**src/shared/pxs_pkg.sv**
```systemverilog
// Shared constants and types of the proximity sensing register block
package pxs_pkg;
   // Clock rate and the 1 ms scheduling tick derived from it
   localparam int CLK_HZ = 20_000_000;
   localparam int TICK_MS = 1;
   localparam int TICK_CYC = CLK_HZ / 1000 * TICK_MS;
   // Shortest period of each interval family, in ms
   localparam int MEAS_BASE_MS = 10;
   localparam int LP_BASE_MS = 40;
   localparam int CAL_BASE_MS = 3;
   // Fixed bus target address
   localparam logic [6:0] DEV_ADDR = 7'h60;
   // Command codes
   localparam logic [7:0] CMD_CONF1 = 8'h00;
   localparam logic [7:0] CMD_CONF2 = 8'h03;
   localparam logic [7:0] CMD_CONF3 = 8'h04;
   localparam logic [7:0] CMD_THL = 8'h05;
   localparam logic [7:0] CMD_THH = 8'h06;
   localparam logic [7:0] CMD_CANC = 8'h07;
   localparam logic [7:0] CMD_ACAL = 8'h08;
   localparam logic [7:0] CMD_RES = 8'hF8;
   localparam logic [7:0] CMD_FLAG = 8'hF9;
   localparam logic [7:0] CMD_IDENT = 8'hFA;
   localparam logic [7:0] CMD_ACRES = 8'hFB;
   // Reset values
   localparam logic [7:0] RST_CONF1_LO = 8'h01;
   localparam logic [7:0] RST_CONF2_LO = 8'h01;
   localparam logic [7:0] RST_ZERO = 8'h00;
   // Field positions
   localparam int B_BIAS = 1;
   localparam int B_STOP = 0;
   localparam int B_SMART = 1;
   localparam int F_IMODE = 2;
   localparam int F_PERS = 4;
   localparam int F_PERIOD = 6;
   localparam int B_AF = 6;
   localparam int B_TRIG = 5;
   localparam int B_FNUM = 4;
   localparam int B_SPINT = 2;
   localparam int F_SC = 5;
   localparam int B_ACINT = 0;
   localparam int B_ACTRIG = 2;
   localparam int B_ACEN = 3;
   localparam int F_ACNUM = 4;
   localparam int F_ACPER = 6;
   localparam int B_LPEN = 0;
   localparam int F_LPPER = 1;
   localparam int F_FAR = 0;
   localparam int F_NEAR = 1;
   localparam int F_SUN = 4;
   localparam int F_CAL = 5;
   // Interrupt modes
   localparam logic [1:0] IM_OFF = 2'b00;
   localparam logic [1:0] IM_LOGIC = 2'b01;
   localparam logic [1:0] IM_FIRST = 2'b10;
   // Serial link states
   typedef enum logic [2:0] {
      ST_IDLE = 3'b000,
      ST_ADDR = 3'b001,
      ST_CMD = 3'b010,
      ST_WDAT = 3'b011,
      ST_RDAT = 3'b100,
      ST_WAIT = 3'b101
   } pxs_st_t;
endpackage

```
**src/pxs_sense_ctrl.sv**
```systemverilog
// Proximity sensor command registers, serial target and measurement scheduler
//
// Contract
// RULE_01: Host sets bias enable, then init ready.
// RULE_02: Config low bit 0 resets one, kept one.
// RULE_03: Sample period selects 10/20/40/80 ms.
// RULE_04: Persistence needs 1 to 4 consecutive exceedings.
// RULE_05: Mode field: off, logic, first-high, normal.
// RULE_06: Smart persistence enable bit.
// RULE_07: Stop bit resets one; zero starts measuring.
// RULE_08: Host selects force mode before starting.
// RULE_09: Integration time and time base settings.
// RULE_10: Pulse count and high gain settings.
// RULE_11: Force mode select versus automatic periodic.
// RULE_12: Force trigger measures, then self-clears.
// RULE_13: Host writes reserved bit 3 as one.
// RULE_14: Sunlight cancel needs all three bits set.
// RULE_15: Emitter current code drives sink current.
// RULE_16: Thresholds are 12 bits, low byte first.
// RULE_17: Crosstalk cancel level is 12 bits.
// RULE_18: Calibration period, sample count, done interrupt.
// RULE_19: Calibration needs force mode; trigger runs once.
// RULE_20: Low power period 40 to 320 ms.
// RULE_21: Result returned as 12 bits, low first.
// RULE_22: Flags: near, far, calibration done, sunlight.
// RULE_23: Calibration busy, sunlight and upper result.
// RULE_24: Reading flags clears them, releases pin.
// RULE_25: Only address 0x60, word transfers only.
// RULE_26: First-high mode ignores far until near.
// RULE_27: Low data byte first, then high.
// RULE_28: Interrupt pin low while enabled flag set.
`timescale 1ns/10ps
module pxs_sense_ctrl #(
   parameter int TICK_CYCLES = pxs_pkg::TICK_CYC, // Cycles per 1 ms tick
   parameter logic [7:0] IDENT_LO = 8'h5A, // Identity value, arbitrary
   parameter logic [7:0] IDENT_HI = 8'h00 // Identity value, arbitrary
) (
   input wire logic clk_sys,
   input wire logic resetn,
   input wire logic scl_i,
   input wire logic sda_i,
   output logic sda_o,
   output logic sda_oe,
   output logic int_o,
   output logic int_oe,
   output logic fe_start,
   input wire logic [11:0] fe_result,
   input wire logic fe_valid,
   input wire logic fe_sun,
   output logic bias_on,
   output logic [7:0] integ_ctrl,
   output logic [3:0] emitter_current,
   output logic sun_cancel_en
);
   import pxs_pkg::*;

   // Pin synchronisers and previous sampled levels
   logic scl_m_r, scl_s_r, scl_d_r;
   logic sda_m_r, sda_s_r, sda_d_r;
   // Serial target state
   pxs_st_t st_r;
   logic [3:0] cnt_r; // Rising edges seen in the current byte
   logic [7:0] shift_r; // Received byte
   logic [7:0] tx_r; // Remaining bits of the byte being sent
   logic [7:0] cmd_r; // Command code of this transfer
   logic [7:0] wlo_r; // Low data byte held until the high byte lands
   logic hi_r; // Next data byte is the high one
   logic rw_r, ack_ok_r, sda_oe_r;
   // Command registers
   logic [7:0] c1lo_r, c1hi_r, c2lo_r, c2hi_r, c3_r, c4_r, acl_r, lp_r;
   logic [11:0] thl_r, thh_r, canc_r, res_r, acres_r;
   logic [7:0] flags_r;
   // Scheduler and evaluation state
   logic [15:0] tick_r;
   logic [8:0] ms_r;
   logic pend_r, fdone_r, quick_r, armed_r, near_st_r, sun_d_r;
   logic cal_busy_r, cal_sun_r;
   logic [2:0] cal_n_r, hcnt_r, lcnt_r;
   logic fe_start_r, int_oe_r, sc_en_r;

   // Decoded events
   logic scl_rise, scl_fall, bus_start, bus_stop, wr_go, tx_load, flag_rd;
   logic ms_tick, tick_fire, fire, run, forcing, trig_done;
   logic cal_go, cal_done, above, below, near_evt, far_evt, sun_evt;
   logic [1:0] imode;
   logic [2:0] need, hnext, lnext;
   logic [8:0] lim;
   logic [7:0] int_en;
   logic [7:0] tx_byte; // Next byte to send, low half first

   ////////////////////////////////////////////////////////////////////////
   // Helpers

   // Interval in ms: a base doubled per select step
   function automatic logic [8:0] per_ms(input int base, input logic [1:0] sel);
      return 9'(base) << sel;
   endfunction

   // Byte returned for a read, low half first
   function automatic logic [7:0] rd_byte(input logic [7:0] c, input logic h);
      logic [15:0] w;
      w = 16'h0000;
      case (c)
         CMD_CONF1: w = {c1hi_r, c1lo_r};
         CMD_CONF2: w = {c2hi_r, c2lo_r};
         CMD_CONF3: w = {c4_r, c3_r};
         CMD_THL: w = {4'h0, thl_r};
         CMD_THH: w = {4'h0, thh_r};
         CMD_CANC: w = {4'h0, canc_r};
         CMD_ACAL: w = {lp_r, acl_r};
         CMD_RES: w = {4'h0, res_r}; // see RULE_21
         CMD_FLAG: w = {flags_r, 8'h00};
         CMD_IDENT: w = {IDENT_HI, IDENT_LO};
         CMD_ACRES: w = {cal_busy_r, cal_sun_r, 2'b00, acres_r}; // see RULE_23
         default: w = 16'h0000;
      endcase
      return h ? w[15:8] : w[7:0]; // see RULE_27
   endfunction

   ////////////////////////////////////////////////////////////////////////
   // Serial link front

   // Two flops per pin before anything looks at it, third for edges
   always_ff @(posedge clk_sys or negedge resetn) begin
      if (!resetn) begin
         scl_m_r <= 1'b1;
         scl_s_r <= 1'b1;
         scl_d_r <= 1'b1;
         sda_m_r <= 1'b1;
         sda_s_r <= 1'b1;
         sda_d_r <= 1'b1;
      end else begin
         scl_m_r <= scl_i;
         scl_s_r <= scl_m_r;
         scl_d_r <= scl_s_r;
         sda_m_r <= sda_i;
         sda_s_r <= sda_m_r;
         sda_d_r <= sda_s_r;
      end
   end

   assign scl_rise = scl_s_r & ~scl_d_r;
   assign scl_fall = ~scl_s_r & scl_d_r;
   assign bus_start = scl_s_r & scl_d_r & sda_d_r & ~sda_s_r;
   assign bus_stop = scl_s_r & scl_d_r & ~sda_d_r & sda_s_r;
   // Word write commits when the high byte has been taken
   assign wr_go = scl_fall & (cnt_r == 4'h8) & (st_r == ST_WDAT) & hi_r;
   // Next read byte is fetched at the end of an acknowledge slot
   assign tx_load = scl_fall & (cnt_r == 4'h9) &
                    (((st_r == ST_ADDR) & rw_r) | ((st_r == ST_RDAT) & ack_ok_r));
   assign flag_rd = tx_load & (cmd_r == CMD_FLAG) & hi_r; // see RULE_24
   // Fetched as a net so its top bit and the rest can be picked apart
   assign tx_byte = rd_byte(cmd_r, hi_r);

   // Target state machine; data changes only after a falling clock
   always_ff @(posedge clk_sys or negedge resetn) begin
      if (!resetn) begin
         st_r <= ST_IDLE;
         cnt_r <= 4'h0;
         shift_r <= 8'h00;
         tx_r <= 8'h00;
         cmd_r <= 8'h00;
         wlo_r <= 8'h00;
         hi_r <= 1'b0;
         rw_r <= 1'b0;
         ack_ok_r <= 1'b0;
         sda_oe_r <= 1'b0;
      end else if (bus_start) begin
         // Start or repeated start restarts the address phase
         st_r <= ST_ADDR;
         cnt_r <= 4'h0;
         sda_oe_r <= 1'b0;
      end else if (bus_stop) begin
         st_r <= ST_IDLE;
         sda_oe_r <= 1'b0;
      end else if (st_r != ST_IDLE && st_r != ST_WAIT) begin
         if (scl_rise) begin
            if (cnt_r < 4'h8) begin
               shift_r <= {shift_r[6:0], sda_s_r};
               cnt_r <= cnt_r + 4'h1;
            end else begin
               // Acknowledge slot: low means the host wants more
               ack_ok_r <= ~sda_s_r;
               cnt_r <= 4'h9;
            end
         end
         if (scl_fall) begin
            if (cnt_r == 4'h8) begin
               case (st_r)
                  ST_ADDR: begin
                     // Only the fixed address is answered
                     sda_oe_r <= (shift_r[7:1] == DEV_ADDR); // see RULE_25
                     rw_r <= shift_r[0];
                     if (shift_r[7:1] != DEV_ADDR) begin
                        st_r <= ST_WAIT;
                     end
                  end
                  ST_CMD: begin
                     sda_oe_r <= 1'b1;
                     cmd_r <= shift_r;
                     hi_r <= 1'b0;
                  end
                  ST_WDAT: begin
                     // Low byte first, high byte completes the word
                     sda_oe_r <= 1'b1;
                     wlo_r <= shift_r; // see RULE_27
                     hi_r <= ~hi_r;
                  end
                  default: sda_oe_r <= 1'b0;
               endcase
            end else if (cnt_r == 4'h9) begin
               cnt_r <= 4'h0;
               case (st_r)
                  ST_ADDR: st_r <= rw_r ? ST_RDAT : ST_CMD;
                  ST_CMD: st_r <= ST_WDAT;
                  ST_RDAT: begin
                     // A refused byte ends the read
                     if (!ack_ok_r) begin
                        st_r <= ST_WAIT;
                     end
                  end
                  default: st_r <= st_r;
               endcase
               if (tx_load) begin
                  tx_r <= {tx_byte[6:0], 1'b0};
                  sda_oe_r <= ~tx_byte[7];
                  hi_r <= ~hi_r;
               end else begin
                  sda_oe_r <= 1'b0;
               end
            end else if (cnt_r != 4'h0 && st_r == ST_RDAT) begin
               // Open drain: pull low for a zero bit
               sda_oe_r <= ~tx_r[7];
               tx_r <= {tx_r[6:0], 1'b0};
            end
         end
      end
   end

   ////////////////////////////////////////////////////////////////////////
   // Command registers

   // Host writes; device-side clears of trigger bits lose to a new write
   always_ff @(posedge clk_sys or negedge resetn) begin
      if (!resetn) begin
         c1lo_r <= RST_CONF1_LO; // see RULE_02
         c1hi_r <= RST_ZERO;
         c2lo_r <= RST_CONF2_LO; // see RULE_07
         c2hi_r <= RST_ZERO;
         c3_r <= RST_ZERO;
         c4_r <= RST_ZERO;
         thl_r <= 12'h000;
         thh_r <= 12'h000;
         canc_r <= 12'h000;
         acl_r <= RST_ZERO;
         lp_r <= RST_ZERO;
      end else begin
         if (trig_done) begin
            c3_r[B_TRIG] <= 1'b0; // see RULE_12
         end
         if (cal_done) begin
            acl_r[B_ACTRIG] <= 1'b0; // see RULE_19
         end
         if (wr_go) begin
            case (cmd_r)
               CMD_CONF1: begin
                  c1lo_r <= wlo_r;
                  c1hi_r <= shift_r;
               end
               CMD_CONF2: begin
                  c2lo_r <= wlo_r;
                  c2hi_r <= shift_r; // see RULE_09
               end
               CMD_CONF3: begin
                  c3_r <= wlo_r; // see RULE_11
                  c4_r <= shift_r; // see RULE_15
               end
               CMD_THL: thl_r <= {shift_r[3:0], wlo_r}; // see RULE_16
               CMD_THH: thh_r <= {shift_r[3:0], wlo_r}; // see RULE_16
               CMD_CANC: canc_r <= {shift_r[3:0], wlo_r}; // see RULE_17
               CMD_ACAL: begin
                  acl_r <= wlo_r; // see RULE_18
                  lp_r <= shift_r;
               end
               default: lp_r <= lp_r; // Read-only codes ignore writes
            endcase
         end
      end
   end

   ////////////////////////////////////////////////////////////////////////
   // Measurement scheduling

   assign run = ~c2lo_r[B_STOP]; // see RULE_07
   assign imode = c2lo_r[F_IMODE +: 2]; // see RULE_05
   assign forcing = c3_r[B_AF] & c3_r[B_TRIG] & ~cal_busy_r;
   assign ms_tick = (tick_r == 16'(TICK_CYCLES - 1));
   // Interval choice: calibration, low power, or normal period
   assign lim = cal_busy_r ? per_ms(CAL_BASE_MS, acl_r[F_ACPER +: 2]) : // see RULE_18
                lp_r[B_LPEN] ? per_ms(LP_BASE_MS, lp_r[F_LPPER +: 2]) : // see RULE_20
                per_ms(MEAS_BASE_MS, c2lo_r[F_PERIOD +: 2]); // see RULE_03
   // Smart persistence re-measures on the next tick
   assign tick_fire = ms_tick & ((ms_r >= lim - 9'd1) | (quick_r & ~cal_busy_r));
   assign fire = ~pend_r & ((tick_fire & (cal_busy_r | (run & ~c3_r[B_AF]))) |
                            (run & forcing)); // see RULE_11
   assign trig_done = fe_valid & forcing & (fdone_r | ~c3_r[B_FNUM]); // see RULE_12
   assign cal_go = ~cal_busy_r & acl_r[B_ACEN] & acl_r[B_ACTRIG] & c3_r[B_AF]; // see RULE_19
   assign cal_done = cal_busy_r & fe_valid &
                     (cal_n_r == 3'((4'h1 << acl_r[F_ACNUM +: 2]) - 4'h1));

   // Millisecond tick and interval counter
   always_ff @(posedge clk_sys or negedge resetn) begin
      if (!resetn) begin
         tick_r <= 16'h0000;
         ms_r <= 9'h000;
      end else begin
         tick_r <= ms_tick ? 16'h0000 : tick_r + 16'h0001;
         if (tick_fire || cal_go) begin
            ms_r <= 9'h000;
         end else if (ms_tick && ms_r < lim) begin
            ms_r <= ms_r + 9'h001;
         end
      end
   end

   // Front end requests and force-mode cycle count
   always_ff @(posedge clk_sys or negedge resetn) begin
      if (!resetn) begin
         fe_start_r <= 1'b0;
         pend_r <= 1'b0;
         fdone_r <= 1'b0;
      end else begin
         fe_start_r <= fire;
         pend_r <= fire | (pend_r & ~fe_valid);
         // One or two detect cycles per trigger
         fdone_r <= trig_done ? 1'b0 : (fdone_r | (fe_valid & forcing));
      end
   end

   // Calibration run: counts samples, keeps the last as its result
   always_ff @(posedge clk_sys or negedge resetn) begin
      if (!resetn) begin
         cal_busy_r <= 1'b0;
         cal_sun_r <= 1'b0;
         cal_n_r <= 3'h0;
         acres_r <= 12'h000;
      end else if (cal_go) begin
         cal_busy_r <= 1'b1;
         cal_sun_r <= 1'b0;
         cal_n_r <= 3'h0;
      end else if (cal_busy_r) begin
         cal_sun_r <= cal_sun_r | fe_sun; // see RULE_23
         if (cal_done) begin
            cal_busy_r <= 1'b0;
            acres_r <= fe_result;
         end else if (fe_valid) begin
            cal_n_r <= cal_n_r + 3'h1;
         end
      end
   end

   ////////////////////////////////////////////////////////////////////////
   // Threshold evaluation and flags

   assign above = fe_result > thh_r;
   assign below = fe_result < thl_r;
   assign need = {1'b0, c2lo_r[F_PERS +: 2]} + 3'h1; // see RULE_04
   assign hnext = hcnt_r + 3'h1;
   assign lnext = lcnt_r + 3'h1;
   assign near_evt = fe_valid & ~cal_busy_r & above & (hnext == need);
   assign far_evt = fe_valid & ~cal_busy_r & below & (lnext == need);
   assign sun_evt = fe_sun & ~sun_d_r;
   assign int_en = {2'b00, acl_r[B_ACINT], c3_r[B_SPINT], 2'b00, {2{imode != IM_OFF}}};

   // Consecutive exceed counters, saturating at the persistence need
   always_ff @(posedge clk_sys or negedge resetn) begin
      if (!resetn) begin
         hcnt_r <= 3'h0;
         lcnt_r <= 3'h0;
         quick_r <= 1'b0;
         res_r <= 12'h000;
      end else if (fe_valid && !cal_busy_r) begin
         res_r <= fe_result; // see RULE_21
         hcnt_r <= !above ? 3'h0 : (hcnt_r == need) ? need : hnext;
         lcnt_r <= !below ? 3'h0 : (lcnt_r == need) ? need : lnext;
         quick_r <= c2lo_r[B_SMART] & ((above & (hnext < need)) |
                                       (below & (lnext < need))); // see RULE_06
      end
   end

   // Sticky flags: a read clears, an event in the same cycle still lands
   always_ff @(posedge clk_sys or negedge resetn) begin
      if (!resetn) begin
         flags_r <= 8'h00;
         armed_r <= 1'b0;
         near_st_r <= 1'b0;
         sun_d_r <= 1'b0;
      end else begin
         sun_d_r <= fe_sun;
         if (flag_rd) begin
            flags_r <= 8'h00; // see RULE_24
            armed_r <= 1'b0;
         end
         if (imode != IM_OFF && near_evt) begin
            flags_r[F_NEAR] <= 1'b1; // see RULE_22
            armed_r <= 1'b1;
            near_st_r <= 1'b1;
         end
         // First-high mode holds off far events until armed
         if (imode != IM_OFF && far_evt && (imode != IM_FIRST || armed_r)) begin
            flags_r[F_FAR] <= 1'b1; // see RULE_26
            near_st_r <= 1'b0;
         end
         if (cal_done) begin
            flags_r[F_CAL] <= 1'b1; // see RULE_22
         end
         if (sun_evt) begin
            flags_r[F_SUN] <= 1'b1; // see RULE_22
         end
      end
   end

   // Pin drive: logic mode follows the near state, others the flags
   always_ff @(posedge clk_sys or negedge resetn) begin
      if (!resetn) begin
         int_oe_r <= 1'b0;
         sc_en_r <= 1'b0;
      end else begin
         int_oe_r <= (imode == IM_LOGIC) ? near_st_r : |(flags_r & int_en); // see RULE_28
         sc_en_r <= &c4_r[F_SC +: 3]; // see RULE_14
      end
   end

   // Open-drain pins only ever pull low
   assign sda_o = 1'b0;
   assign int_o = 1'b0;
   assign sda_oe = sda_oe_r;
   assign int_oe = int_oe_r;
   assign fe_start = fe_start_r;
   assign bias_on = c1lo_r[B_BIAS];
   assign integ_ctrl = c2hi_r; // see RULE_10
   assign emitter_current = c4_r[3:0];
   assign sun_cancel_en = sc_en_r;
endmodule

```
**config.mk**
```make
export PLATFORM = sky130hd
export DESIGN_NAME = pxs_sense_ctrl
export DESIGN_NICKNAME = d
export VERILOG_FILES = /design/src/shared/pxs_pkg.sv /design/src/pxs_sense_ctrl.sv
export SDC_FILE = /design/constraint.sdc
export NUM_CORES = 1
export LEC_CHECK = 0
export ABC_AREA = 1
export BUFFER_PORTS_ARGS = -buffer_cell sky130_fd_sc_hd__buf_2
export CELL_PAD_IN_SITES_DETAIL_PLACEMENT = 0
export CELL_PAD_IN_SITES_GLOBAL_PLACEMENT = 1
export CORE_MARGIN = 2
export CORE_UTILIZATION = 40
export DETAILED_ROUTE_END_ITERATION = 10
export PLACE_DENSITY = 0.69
export SLEW_MARGIN = 15
export SYNTH_ARGS = -nofsm -noshare
export SYNTH_HDL_FRONTEND = slang
export SYNTH_SLANG_ARGS = --single-unit
```
**constraint.sdc**
```tcl
create_clock -name clk_sys -period 7.4 [get_ports clk_sys]
set_input_delay 1.11 -clock clk_sys [delete_from_list [all_inputs] [get_ports clk_sys]]
set_output_delay 1.11 -clock clk_sys [all_outputs]
set_load 0.01 [all_outputs]
```
# Yosys cells after proc, flatten, opt, wreduce, memory -nomap -nowiden
# Index checks and enable logic that the tools add are counted.
[op_classes]
magnitude_cmp = 7
shifts = 4
n_addsub = 9
n_bitwise = 70
n_reduce_logical = 53
n_eq_ne = 34
muxes = 72
[ops]
columns = ["cell", "count"]
rows = [
  ["$pmux W16 S11", 1],
  ["$mux W3", 20],
  ["$and A1 B1 Y1", 41],
  ["$mux W9", 4],
  ["$eq A8 B3 Y1 const B", 4],
  ["$eq A8 B8 Y1 const B", 4],
  ["$mux W4", 8],
  ["$mux W8", 4],
  ["$mux W1", 28],
  ["$reduce_bool A2 Y1", 13],
  ["$reduce_and A7 Y1", 3],
  ["$not A1 Y1", 19],
  ["$mux W6", 3],
  ["$reduce_and A6 Y1", 3],
  ["$add A16 B1 Y16 const B", 1],
  ["$eq A16 B15 Y1 const B", 1],
  ["$mux W16", 1],
  ["$reduce_and A2 Y1", 8],
  ["$eq A3 B3 Y1", 5],
  ["$gt A12 B12 Y1", 1],
  ["$lt A12 B12 Y1", 1],
  ["$reduce_and A3 Y1", 4],
  ["$reduce_and A5 Y1", 2],
  ["$reduce_bool A5 Y1", 2],
  ["40 further kinds", 68],
]
[totals]
out_inout_bits = 19
word_cells = 300
in_bits = 18
ff_bits = 222

# Logic depth before layout (Yosys ltp)
# Gate-level depths: netlist of the first run.
[logic_depth]
depth_word = 11
depth_mapped = 22
mapped_depth_nobuf = 22

# Least setup slack after synthesis of the first run
# OpenSTA, ideal clock, no wires.
[synth_timing]
path_type = "register -> register"
start = "register cal_busy_r"
end = "register ms_r[1]"
required_ps = 7283
slack_ps = 4561
period_less_slack_ps = 2839
setup_time_ps = 117
path_stages_with_launch = 21
path_buffers = 0
arrival_time_ps = 2722
path_cell_list = "dfrtp_1 > nand2_1 > inv_1 > a31oi_1 > ha_1 > nand3_1 > nor2_1 > o21ai_0 > o21ai_0 > inv_1 > ha_1 > nand2_1 > nand2_1 > nand3_1 > nand2_1 > a21oi_1 > nand4_1 > a21oi_2 > nand2_4 > nand2_1 > nand2_1"
[synth_via]
elab_chain_cells = 7
word_cells_on_any_way = 15
cone_classes = "add/sub (1); order compare (2); mux (2); bitwise (7); reduce/logical (3)"
[synth_lines]
columns = ["item", "line", "rtl"]
rows = [
  ["from (decl)", "pxs_sense_ctrl.sv:77", "logic cal_busy_r, cal_sun_r;"],
  ["from (signal assigned)", "pxs_sense_ctrl.sv:343", "cal_busy_r <= 1'b0;"],
  ["from (signal assigned)", "pxs_sense_ctrl.sv:348", "cal_busy_r <= 1'b1;"],
  ["from (signal assigned)", "pxs_sense_ctrl.sv:354", "cal_busy_r <= 1'b0;"],
  ["$mux W9", "pxs_sense_ctrl.sv:299", "assign lim = cal_busy_r ? per_ms(CAL_BASE_MS, acl_r[F_ACPER +: 2]) :"],
  ["$sub A9 B1 Y9", "pxs_sense_ctrl.sv:303", "assign tick_fire = ms_tick & ((ms_r >= lim - 9'd1) | (quick_r & ~cal_busy_r));"],
  ["$ge A9 B9 Y1", "pxs_sense_ctrl.sv:303", ""],
  ["$or A1 B1 Y1", "pxs_sense_ctrl.sv:303", ""],
  ["$and A1 B1 Y1", "pxs_sense_ctrl.sv:303", ""],
  ["$logic_or A1 B1 Y1", "pxs_sense_ctrl.sv:318", "if (tick_fire || cal_go) begin"],
  ["$mux W9 / $reduce_bool A2 Y1 (equally long branches)", "n/a", ""],
  ["to (signal assigned)", "pxs_sense_ctrl.sv:321", "ms_r <= ms_r + 9'h001;"],
  ["to (decl)", "pxs_sense_ctrl.sv:75", "logic [8:0] ms_r;"],
]
# Parallel ways exist; a longest one is shown, timed or not.
# A chain may end at the register's enable or synchronous reset.

# Worst setup path in the final report of the first run
[layout_timing]
start = "register cal_busy_r"
end = "register ms_r[8]"
# The elaborated chain is that of the path after synthesis.

==> results of run 1 <==
how the worst max path moves through the flow:
stage                                endpoint  slack, ns
final                     ms_r[8]$_DFFE_PN0P_       3.77
after global routing      ms_r[8]$_DFFE_PN0P_       3.31
after detailed placement  ms_r[2]$_DFFE_PN0P_       3.80
after floorplan           ms_r[1]$_DFFE_PN0P_       4.56
after CTS                 ms_r[8]$_DFFE_PN0P_       3.77
after global placement    ms_r[7]$_DFFE_PN0P_       3.94
cells by family (layout without fill, tap and decap cells):
group                    Yosys count  count (layout)
AND/OR/NAND/NOR                  704             704
AO/OA/AOI/OAI                    296             296
flip-flops                       220             220
buffers and inverters            220             262
adder cells (fa/ha/maj)           58              58
XOR/XNOR                          19              19
multiplexers                       3               3
other                              1               2
final cells by class:
class                      instances  area, um^2  area share [%]
clock inverter                    12       140.1           1.036
inverter                         177       666.9           4.932
sequential                       220        5515           40.78
multi-input combinational       1082        5733           42.39
timing repair buffer              37       202.7           1.499
clock buffer                      36       769.5           5.690
tap                              396       495.5           3.664
synth_stat cells, types with 2 or more instances:
library cell	number	area, um^2
a211oi_1	3	22.52
a21boi_0	3	22.52
a21oi_1	70	350.3
a221oi_1	2	17.52
a31oi_1	3	18.77
buf_2	2	10.01
buf_4	9	67.56
buf_6	19	214.0
clkbuf_1	13	48.80
dfrtp_1	212	5305
dfstp_2	8	210.2
ha_1	58	725.7
inv_1	167	626.9
inv_2	9	33.78
mux2i_1	3	30.03
nand2_1	424	1592
nand2_2	9	56.30
nand2_4	10	112.6
nand3_1	76	380.4
nand3b_1	3	22.52
nand4_1	17	106.4
nor2_1	121	454.2
nor2_2	7	43.79
nor2_4	6	67.56
nor3_1	19	95.09
nor3b_1	2	15.01
nor4_1	3	18.77
o211ai_1	5	37.54
o21ai_0	96	480.5
o21ai_1	48	240.2
o21ai_2	56	490.5
o22ai_1	5	31.28
xnor2_1	10	87.58
xor2_1	9	78.83
state kept, by name, indices dropped and copies added (netlist names), 9 cells and up, named ones only:
name,cells
tick_r,16
thh_r,12
thl_r,12
res_r,12
canc_r,12
acres_r,12
ms_r,9
stage by stage:
step | utilization, % | hold WS (ns) | instance area (um^2)
floorplan | - | 0.3452 | 12260
global placement | 41.56 | 0.3458 | 12610
detailed placement | 41.56 | 0.3468 | 12610
CTS | 44.56 | 0.3556 | 13520
global route | 44.56 | 0.3594 | 13520
finish | 44.56 | 0.3547 | 13520
power by group through the flow:
stage / Sequential [uW] / Combinational (uW) / Clock (uW)
after global placement: 1400 / 456 / 0
after global routing: 1400 / 543 / 1440
after floorplan: 1380 / 343 / 0
after CTS: 1380 / 470 / 1390
final: 1390 / 462 / 1360
after detailed placement: 1400 / 468 / 0
routing by layer:
metal	vias to the layer above	GRT usage (%)	wire length, um
met3	49	2.311	1283
met1	4741	34.13	17590
li1	4995	-	-
met2	224	35.03	15230
met5	-	0	0
met4	0	6.301	1032
==> reports/qor.txt, run 1 <==
outcome = complete, no violations
commonest cells after routing, fill and taps aside = 424 x nand2_1, 212 x dfrtp_1, 167 x inv_1
Worst Clk Skew = 0.009623 ns
VDD IR max = 0.1971 mV
post_cts resized = 0
die width = 179.0 um
GP Congestion = 0.8755
Max Clk Rate = 275.4 MHz
Root Driver = clkbuf_16
Synth Instances = 1521
Initial Util = 40.37%
Slew HR = 23.90%
pin count of the biggest net entering global routing = 122
Vias = 10009
gr ovfl total = 0
P&R area growth vs syn = 10.38%
Initial DRC Count = 784
Seq/Total Area, Yosys = 45.02%
H-Tree Depth = 1
Synth Area in Simple Gates = 24.90%
clk sinks = 220
xor-xnor portion of the synthesized cell area = 1.358%
post-route setup slack = 3.769 ns
CP top delay family = compound AO/OA/AOI/OAI gates
Post-Syn Area = 12250 um^2
most frequent cell on the critical path = nand2_1
commonest non-fill, non-tap cell in the layout = nand2_1
Worst-Margin Slew = 1.137 ns
Compound-Gate Fraction of Synth Area = 14.31%
Crit. End Element = flip-flop
adder-cell area share of the yosys netlist = 5.923%
Routed Antenna Nets = 0
Switch Pwr = 902.3 uW
GRT Overall Usage = 22.82%
CP Launch Type = flip-flop
Logic pwr share = 14.4%
TritonRoute pass-1 iters = 5
hold wc startpoint = sda_m_r$_DFF_PN1_
Total Die Area = 32040 um^2
# Post-CTS Setup Buffers = 0
vias in the first global route = 9658
Crit. Startpoint = cal_busy_r$_DFF_PN0_
critical path cell sequence = inv_1 -> a31oi_1 -> ha_1 -> nand3_1 -> nor2_1 -> o21ai_0 -> o21ai_0 -> inv_1 -> ha_1 -> nand2_1 -> nand2_1 -> nand3_1 -> nand2_1 -> a21oi_1 -> nand4_1 -> a21oi_2 -> nand2_4 -> nand2_1 -> nand2_1
later-pin clock latency in the skew report = 0.54 ns
critical path required time = 7.83 ns
Mapped Avg Cell Area = 8.055 um^2
post-synthesis register bit count = 220
asr flop ratio synth = 100.0%
Max clock buf depth = 3
clock power share = 42.4%
Setup Crit Path Kind = flip-flop to flip-flop
Worst Hold Path Cells = 0
Clock transition at path regs = 0.06 ns
Levels on crit path = 19
pre-CTS setup slack = 3.802 ns
hpwl dp = 25030 um
r2r worst-path depth = 19
layout cells sized above 1 = 12.47%
vias per cell = 5.107
hold path endpoint = sda_s_r$_DFF_PN1_
internal power = 2305 uW
Die Ht = 179.0 um
CORE AREA = 30350 um^2
register share of total power = 43.2%
post-synthesis mux area share = 0.2451%
first-pass GRT wire length = 56140 um
fillcell total = 3081
PD cells = 237.2 nW/um^2
CTS tree = yes
part of the cycle the worst path needs = 49.07%
diode count = 0
CTS buffer count = 26
Top FF cell, synth = dfrtp_1
Net Sw Frac = 28.14%
worst-path fanout max = 15
Buffers on Ports = 34
slowest library cell on the worst path = dfrtp_1
Distinct cells, synth = 48
yosys synthesis warning count = 0
combinational family with the most area after synthesis = simple AND/OR/NAND/NOR gates
fin crit period = 3.631 ns
Hold Vio Cnt, Final = 0
worst min path class = flip-flop to flip-flop
IO Count = 37
maxcap violations = 0
WL final = 35150 um
Max Slew Vio Count = 0
number of flops mapped to enable cells by yosys = 0
RSZ-0062 raised after global routing = false
RR Endpoint = ms_r[8]$_DFFE_PN0P_
initial antenna violation count = 0
Bufs and invs on worst path = 2
# hold bufs at CTS = 0
dpl cells = 1912
Leakage Power = 0.006550 uW
final setup fails = 0
max incr delay on CP = 0.66 ns
Rows = 64
Total Neg Setup Slack = 0 ns
Avg WL per Cell = 17.93 um
Pwr Total = 3207 uW
Net count, final = 1620
Critical R2R Launch = cal_busy_r$_DFF_PN0_
DRC = 0
Non-Filler Instances = 1960
r2r setup slk = 3.77 ns
Arrival @ worst endpoint = 4.06 ns
Power figures use the tool's default switching activity.
==> inputs of run 2 (changes only) <==
ABC_AREA = 0   (was 1)
clock period = 3.21 ns   (was 7.4 ns; I/O delays follow)
==> reports/qor.txt, run 2 <==
outcome = finished with violations (was complete, no violations)
failing checks = hold timing
CTS buffer count = 27 (was 26)
Fin Hold WS = -0.03181 ns (was 0.3547 ns)
Buffers on Ports = 34 (unchanged)
post-synth top area share = 44.28% (was 43.30%)
initial antenna violation count = 0 (unchanged)
commonest cells after routing, fill and taps aside = 211 x dfrtp_1, 139 x nand2_1, 101 x mux2_2 (was 424 x nand2_1, 212 x dfrtp_1, 167 x inv_1)
Hold Vio Cnt, Final = 36 (was 0)
Critical R2R Launch = cal_busy_r$_DFF_PN0_ (unchanged)
Top FF cell, synth = dfrtp_1 (unchanged)
synth top area cells = dfrtp_1 44%, mux2_2 9.5%, ha_1 6.1% (was dfrtp_1 43%, nand2_1 13%, ha_1 5.9%)
Distinct cells, synth = 86 (was 48)
WL met3 = 2204 um (was 1283 um)
Max clock buf depth = 3 (unchanged)
Root Driver = clkbuf_16 (unchanged)
diode count = 0 (unchanged)
IO Count = 37 (unchanged)
fin crit period = 3.108 ns (was 3.631 ns)
TritonRoute pass-1 iters = 5 (unchanged)
RR Endpoint = pend_r$_DFF_PN0_ (was ms_r[8]$_DFFE_PN0P_)
Clock transition at path regs = 0.06 ns (about the same)
routed length on met1 = 16330 um (was 17590 um)
P&R area growth vs syn = 16.92% (was 10.38%)
Post-Syn Area = 11980 um^2 (was 12250 um^2)
worst min path class = primary input to asynchronous set/reset pin (was flip-flop to flip-flop)
Bufs and invs on worst path = 3 (was 2)
maxcap violations = 0 (unchanged)
Worst Clk Skew = 0.02192 ns (was 0.009623 ns)
Seq/Total Area, Yosys = 46.04% (was 45.02%)
asr flop ratio synth = 100.0% (unchanged)
later-pin clock latency in the skew report = 0.55 ns (was 0.54 ns)
layout cells sized above 1 = 24.25% (was 12.47%)
worst-path fanout max = 5 (was 15)
GP Congestion = 0.9064 (was 0.8755)
uppermost routed layer = met4 (unchanged)
CORE AREA = 29560 um^2 (was 30350 um^2)
Slew HR = 38.57% (was 23.90%)
Net count, final = 1325 (was 1620)
Crit. End Element = flip-flop (unchanged)
Initial Util = 40.53% (was 40.37%)
RSZ-0062 raised after global routing = true (was false)
Initial DRC Count = 686 (was 784)
Total Neg Setup Slack = 0 ns (unchanged)
Vias = 9449 (was 10009)
yosys synthesis warning count = 0 (unchanged)
part of the cycle the worst path needs = 96.84% (was 49.07%)
H-Tree Depth = 1 (unchanged)
critical path cell sequence = nor4_2 -> a21oi_1 -> ha_2 -> nand3_2 -> a211oi_2 -> buf_4 -> nor2_2 -> a21oi_2 -> ha_1 -> a21o_1 -> a2111oi_2 -> buf_4 -> a21oi_2 -> o31ai_4 -> buf_4 -> o32a_1 -> mux2i_1 (was inv_1 -> a31oi_1 -> ha_1 -> nand3_1 -> nor2_1 -> o21ai_0 -> o21ai_0 -> inv_1 -> ha_1 -> nand2_1 -> nand2_1 -> nand3_1 -> nand2_1 -> a21oi_1 -> nand4_1 -> a21oi_2 -> nand2_4 -> nand2_1 -> nand2_1)
Synth Instances = 1167 (was 1521)
r2r worst-path depth = 17 (was 19)
most frequent cell on the critical path = buf_4 (was nand2_1)
max incr delay on CP = 0.44 ns (was 0.66 ns)
DRC = 0 (unchanged)
GRT Overall Usage = 22.91% (was 22.82%)
clk sinks = 220 (unchanged)
post-route setup slack = 0.1015 ns (was 3.769 ns)
commonest non-fill, non-tap cell in the layout = dfrtp_1 (was nand2_1)
gr ovfl total = 0 (unchanged)
met2 wire len = 15710 um (was 15230 um)
Die Ht = 177.1 um (was 179.0 um)
post-synthesis register bit count = 220 (unchanged)
Mapped Avg Cell Area = 10.27 um^2 (was 8.055 um^2)
synth cell count leaders = 212 x dfrtp_1, 139 x nand2_1, 101 x mux2_2 (was 424 x nand2_1, 212 x dfrtp_1, 167 x inv_1)
CP top delay family = compound AO/OA/AOI/OAI gates (unchanged)
Avg WL per Cell = 21.37 um (was 17.93 um)
Routed Antenna Nets = 0 (unchanged)
Max Slew Vio Count = 0 (unchanged)
CTS tree = yes (unchanged)
CP Launch Type = flip-flop (unchanged)
final setup fails = 0 (unchanged)
most flop-heavy register = tick_r (unchanged)
vias in the first global route = 9491 (was 9658)
die width = 177.1 um (was 179.0 um)
pin count of the biggest net entering global routing = 88 (was 122)
Rows = 63 (was 64)
most common cell in the netlist = dfrtp_1 (was nand2_1)
Worst-Margin Slew = 0.9215 ns (was 1.137 ns)
r2r setup slk = 0.10 ns (was 3.77 ns)
Leakage Power = 0.006270 uW (was 0.006550 uW)
VDD IR max = 0.4071 mV (was 0.1971 mV)
Yosys top cell by area = dfrtp_1 (unchanged)
Arrival @ worst endpoint = 3.57 ns (was 4.06 ns)
Total Die Area = 31350 um^2 (was 32040 um^2)
hpwl dp = 25130 um (was 25030 um)
pre-CTS setup slack = -0.09104 ns (was 3.802 ns)
PD cells = 479.0 nW/um^2 (was 237.2 nW/um^2)
slowest library cell on the worst path = dfrtp_2 (was dfrtp_1)
vias per cell = 5.692 (was 5.107)
Pwr Total = 6710 uW (was 3207 uW)
max FFs per register = 16 (unchanged)
number of flops mapped to enable cells by yosys = 0 (unchanged)
first-pass GRT wire length = 55390 um (was 56140 um)
WL final = 35470 um (was 35150 um)
Max Clk Rate = 321.7 MHz (was 275.4 MHz)
critical path required time = 3.67 ns (was 7.83 ns)
Setup Crit Path Kind = flip-flop to flip-flop (unchanged)
[run 2: changes by cell type after synthesis, sizes merged, moves of 40 or more]
cell	delta
nand3	-40
nor2	-78
mux2	+101
nand2	-302
o21ai	-129
inv	-134
[run 2: cell type report]
type                    instances  area, um^2
fillers                      2786       15550
clock buffers                  39       770.7
flip-flops and latches        220        5517
well taps                     390       488.0
multi-input cells             844        6125
repair buffers                113       805.8
inverters                      43       161.4
clock inverters                11       140.1
[run 2: repair_timing]
item	4_1_cts	5_1_grt
cloned	0	1
hold buffers	0	0
setup buffers	0	5
gates resized for setup	5	21
endpoints found under the setup margin	10	11
pin swaps	0	10
[run 2: stage by stage]
step                      util [%]  std cells  hold WS [ns]  cell area [um^2]
after detailed placement     43.74       1604        0.3490             12930
after global routing         47.39       1660       0.01233             14010
after global placement       43.74       1604        0.3466             12930
after CTS                    46.88       1654     0.0007846             13860
after floorplan                  -       1168        0.1859             11980
final                        47.39       1660      -0.03181             14010
[run 2: worst max path at each step]
| stage | startpoint | to | cells after the start | slack [ns] |
|---|---|---|---|---|
| detailed placement | lp_r[0]$_DFFE_PN0P_ | ms_r[1]$_DFFE_PN0P_ | 16 | -0.09 |
| global route | cal_busy_r$_DFF_PN0_ | pend_r$_DFF_PN0_ | 17 | -0.12 |
| finish | cal_busy_r$_DFF_PN0_ | pend_r$_DFF_PN0_ | 17 | 0.10 |
| floorplan | cal_busy_r$_DFF_PN0_ | ms_r[0]$_DFFE_PN0P_ | 15 | 0.01 |
| CTS | cal_busy_r$_DFF_PN0_ | pend_r$_DFF_PN0_ | 17 | 0.004 |
| global placement | acl_r[7]$_DFFE_PN0P_ | ms_r[0]$_DFFE_PN0P_ | 16 | -0.04 |
[run 2: layer usage]
layer / GRT usage, % / vias to the layer above
met1: 32.30 / 4676
met2: 34.91 / 270
met3: 4.489 / 77
met4: 8.402 / 0
met5: 0 / -
li1: - / 4426
[run 2: worst register-to-register path, cell delays in order (launching register included)]
cell       delay (ns)
dfrtp_2          0.44
nor4_2           0.29
a21oi_1          0.10
ha_2             0.21
nand3_2          0.08
a211oi_2         0.05
buf_4            0.15
nor2_2           0.09
a21oi_2          0.05
ha_1             0.31
a21o_1           0.14
a2111oi_2        0.06
buf_4            0.16
a21oi_2          0.17
o31ai_4          0.11
buf_4            0.14
o32a_1           0.36
mux2i_1          0.14
[run 2: logic make-up (layout without fill, tap and decap cells)]
group,count (synthesis),in the layout,share of synthesized area (%)
adders and majority gates,58,58,6.057
xor gates and xnor gates,26,26,1.901
buffers and inverters,105,206,3.937
muxes,120,120,11.19
other,1,2,0.03130
DFF,220,220,46.04
and+or+nand+nor,370,370,16.08
AOI/OAI and AO/OA,267,268,14.77
[run 2: report_power, final]
| part | total [uW] | leakage, uW | switching [uW] | internal [uW] |
|---|---|---|---|---|
| Clock | 3130 | 0.000448 | 1220 | 1910 |
| Sequential | 3020 | 0.00295 | 126 | 2900 |
| Combinational | 560 | 0.00287 | 305 | 256 |
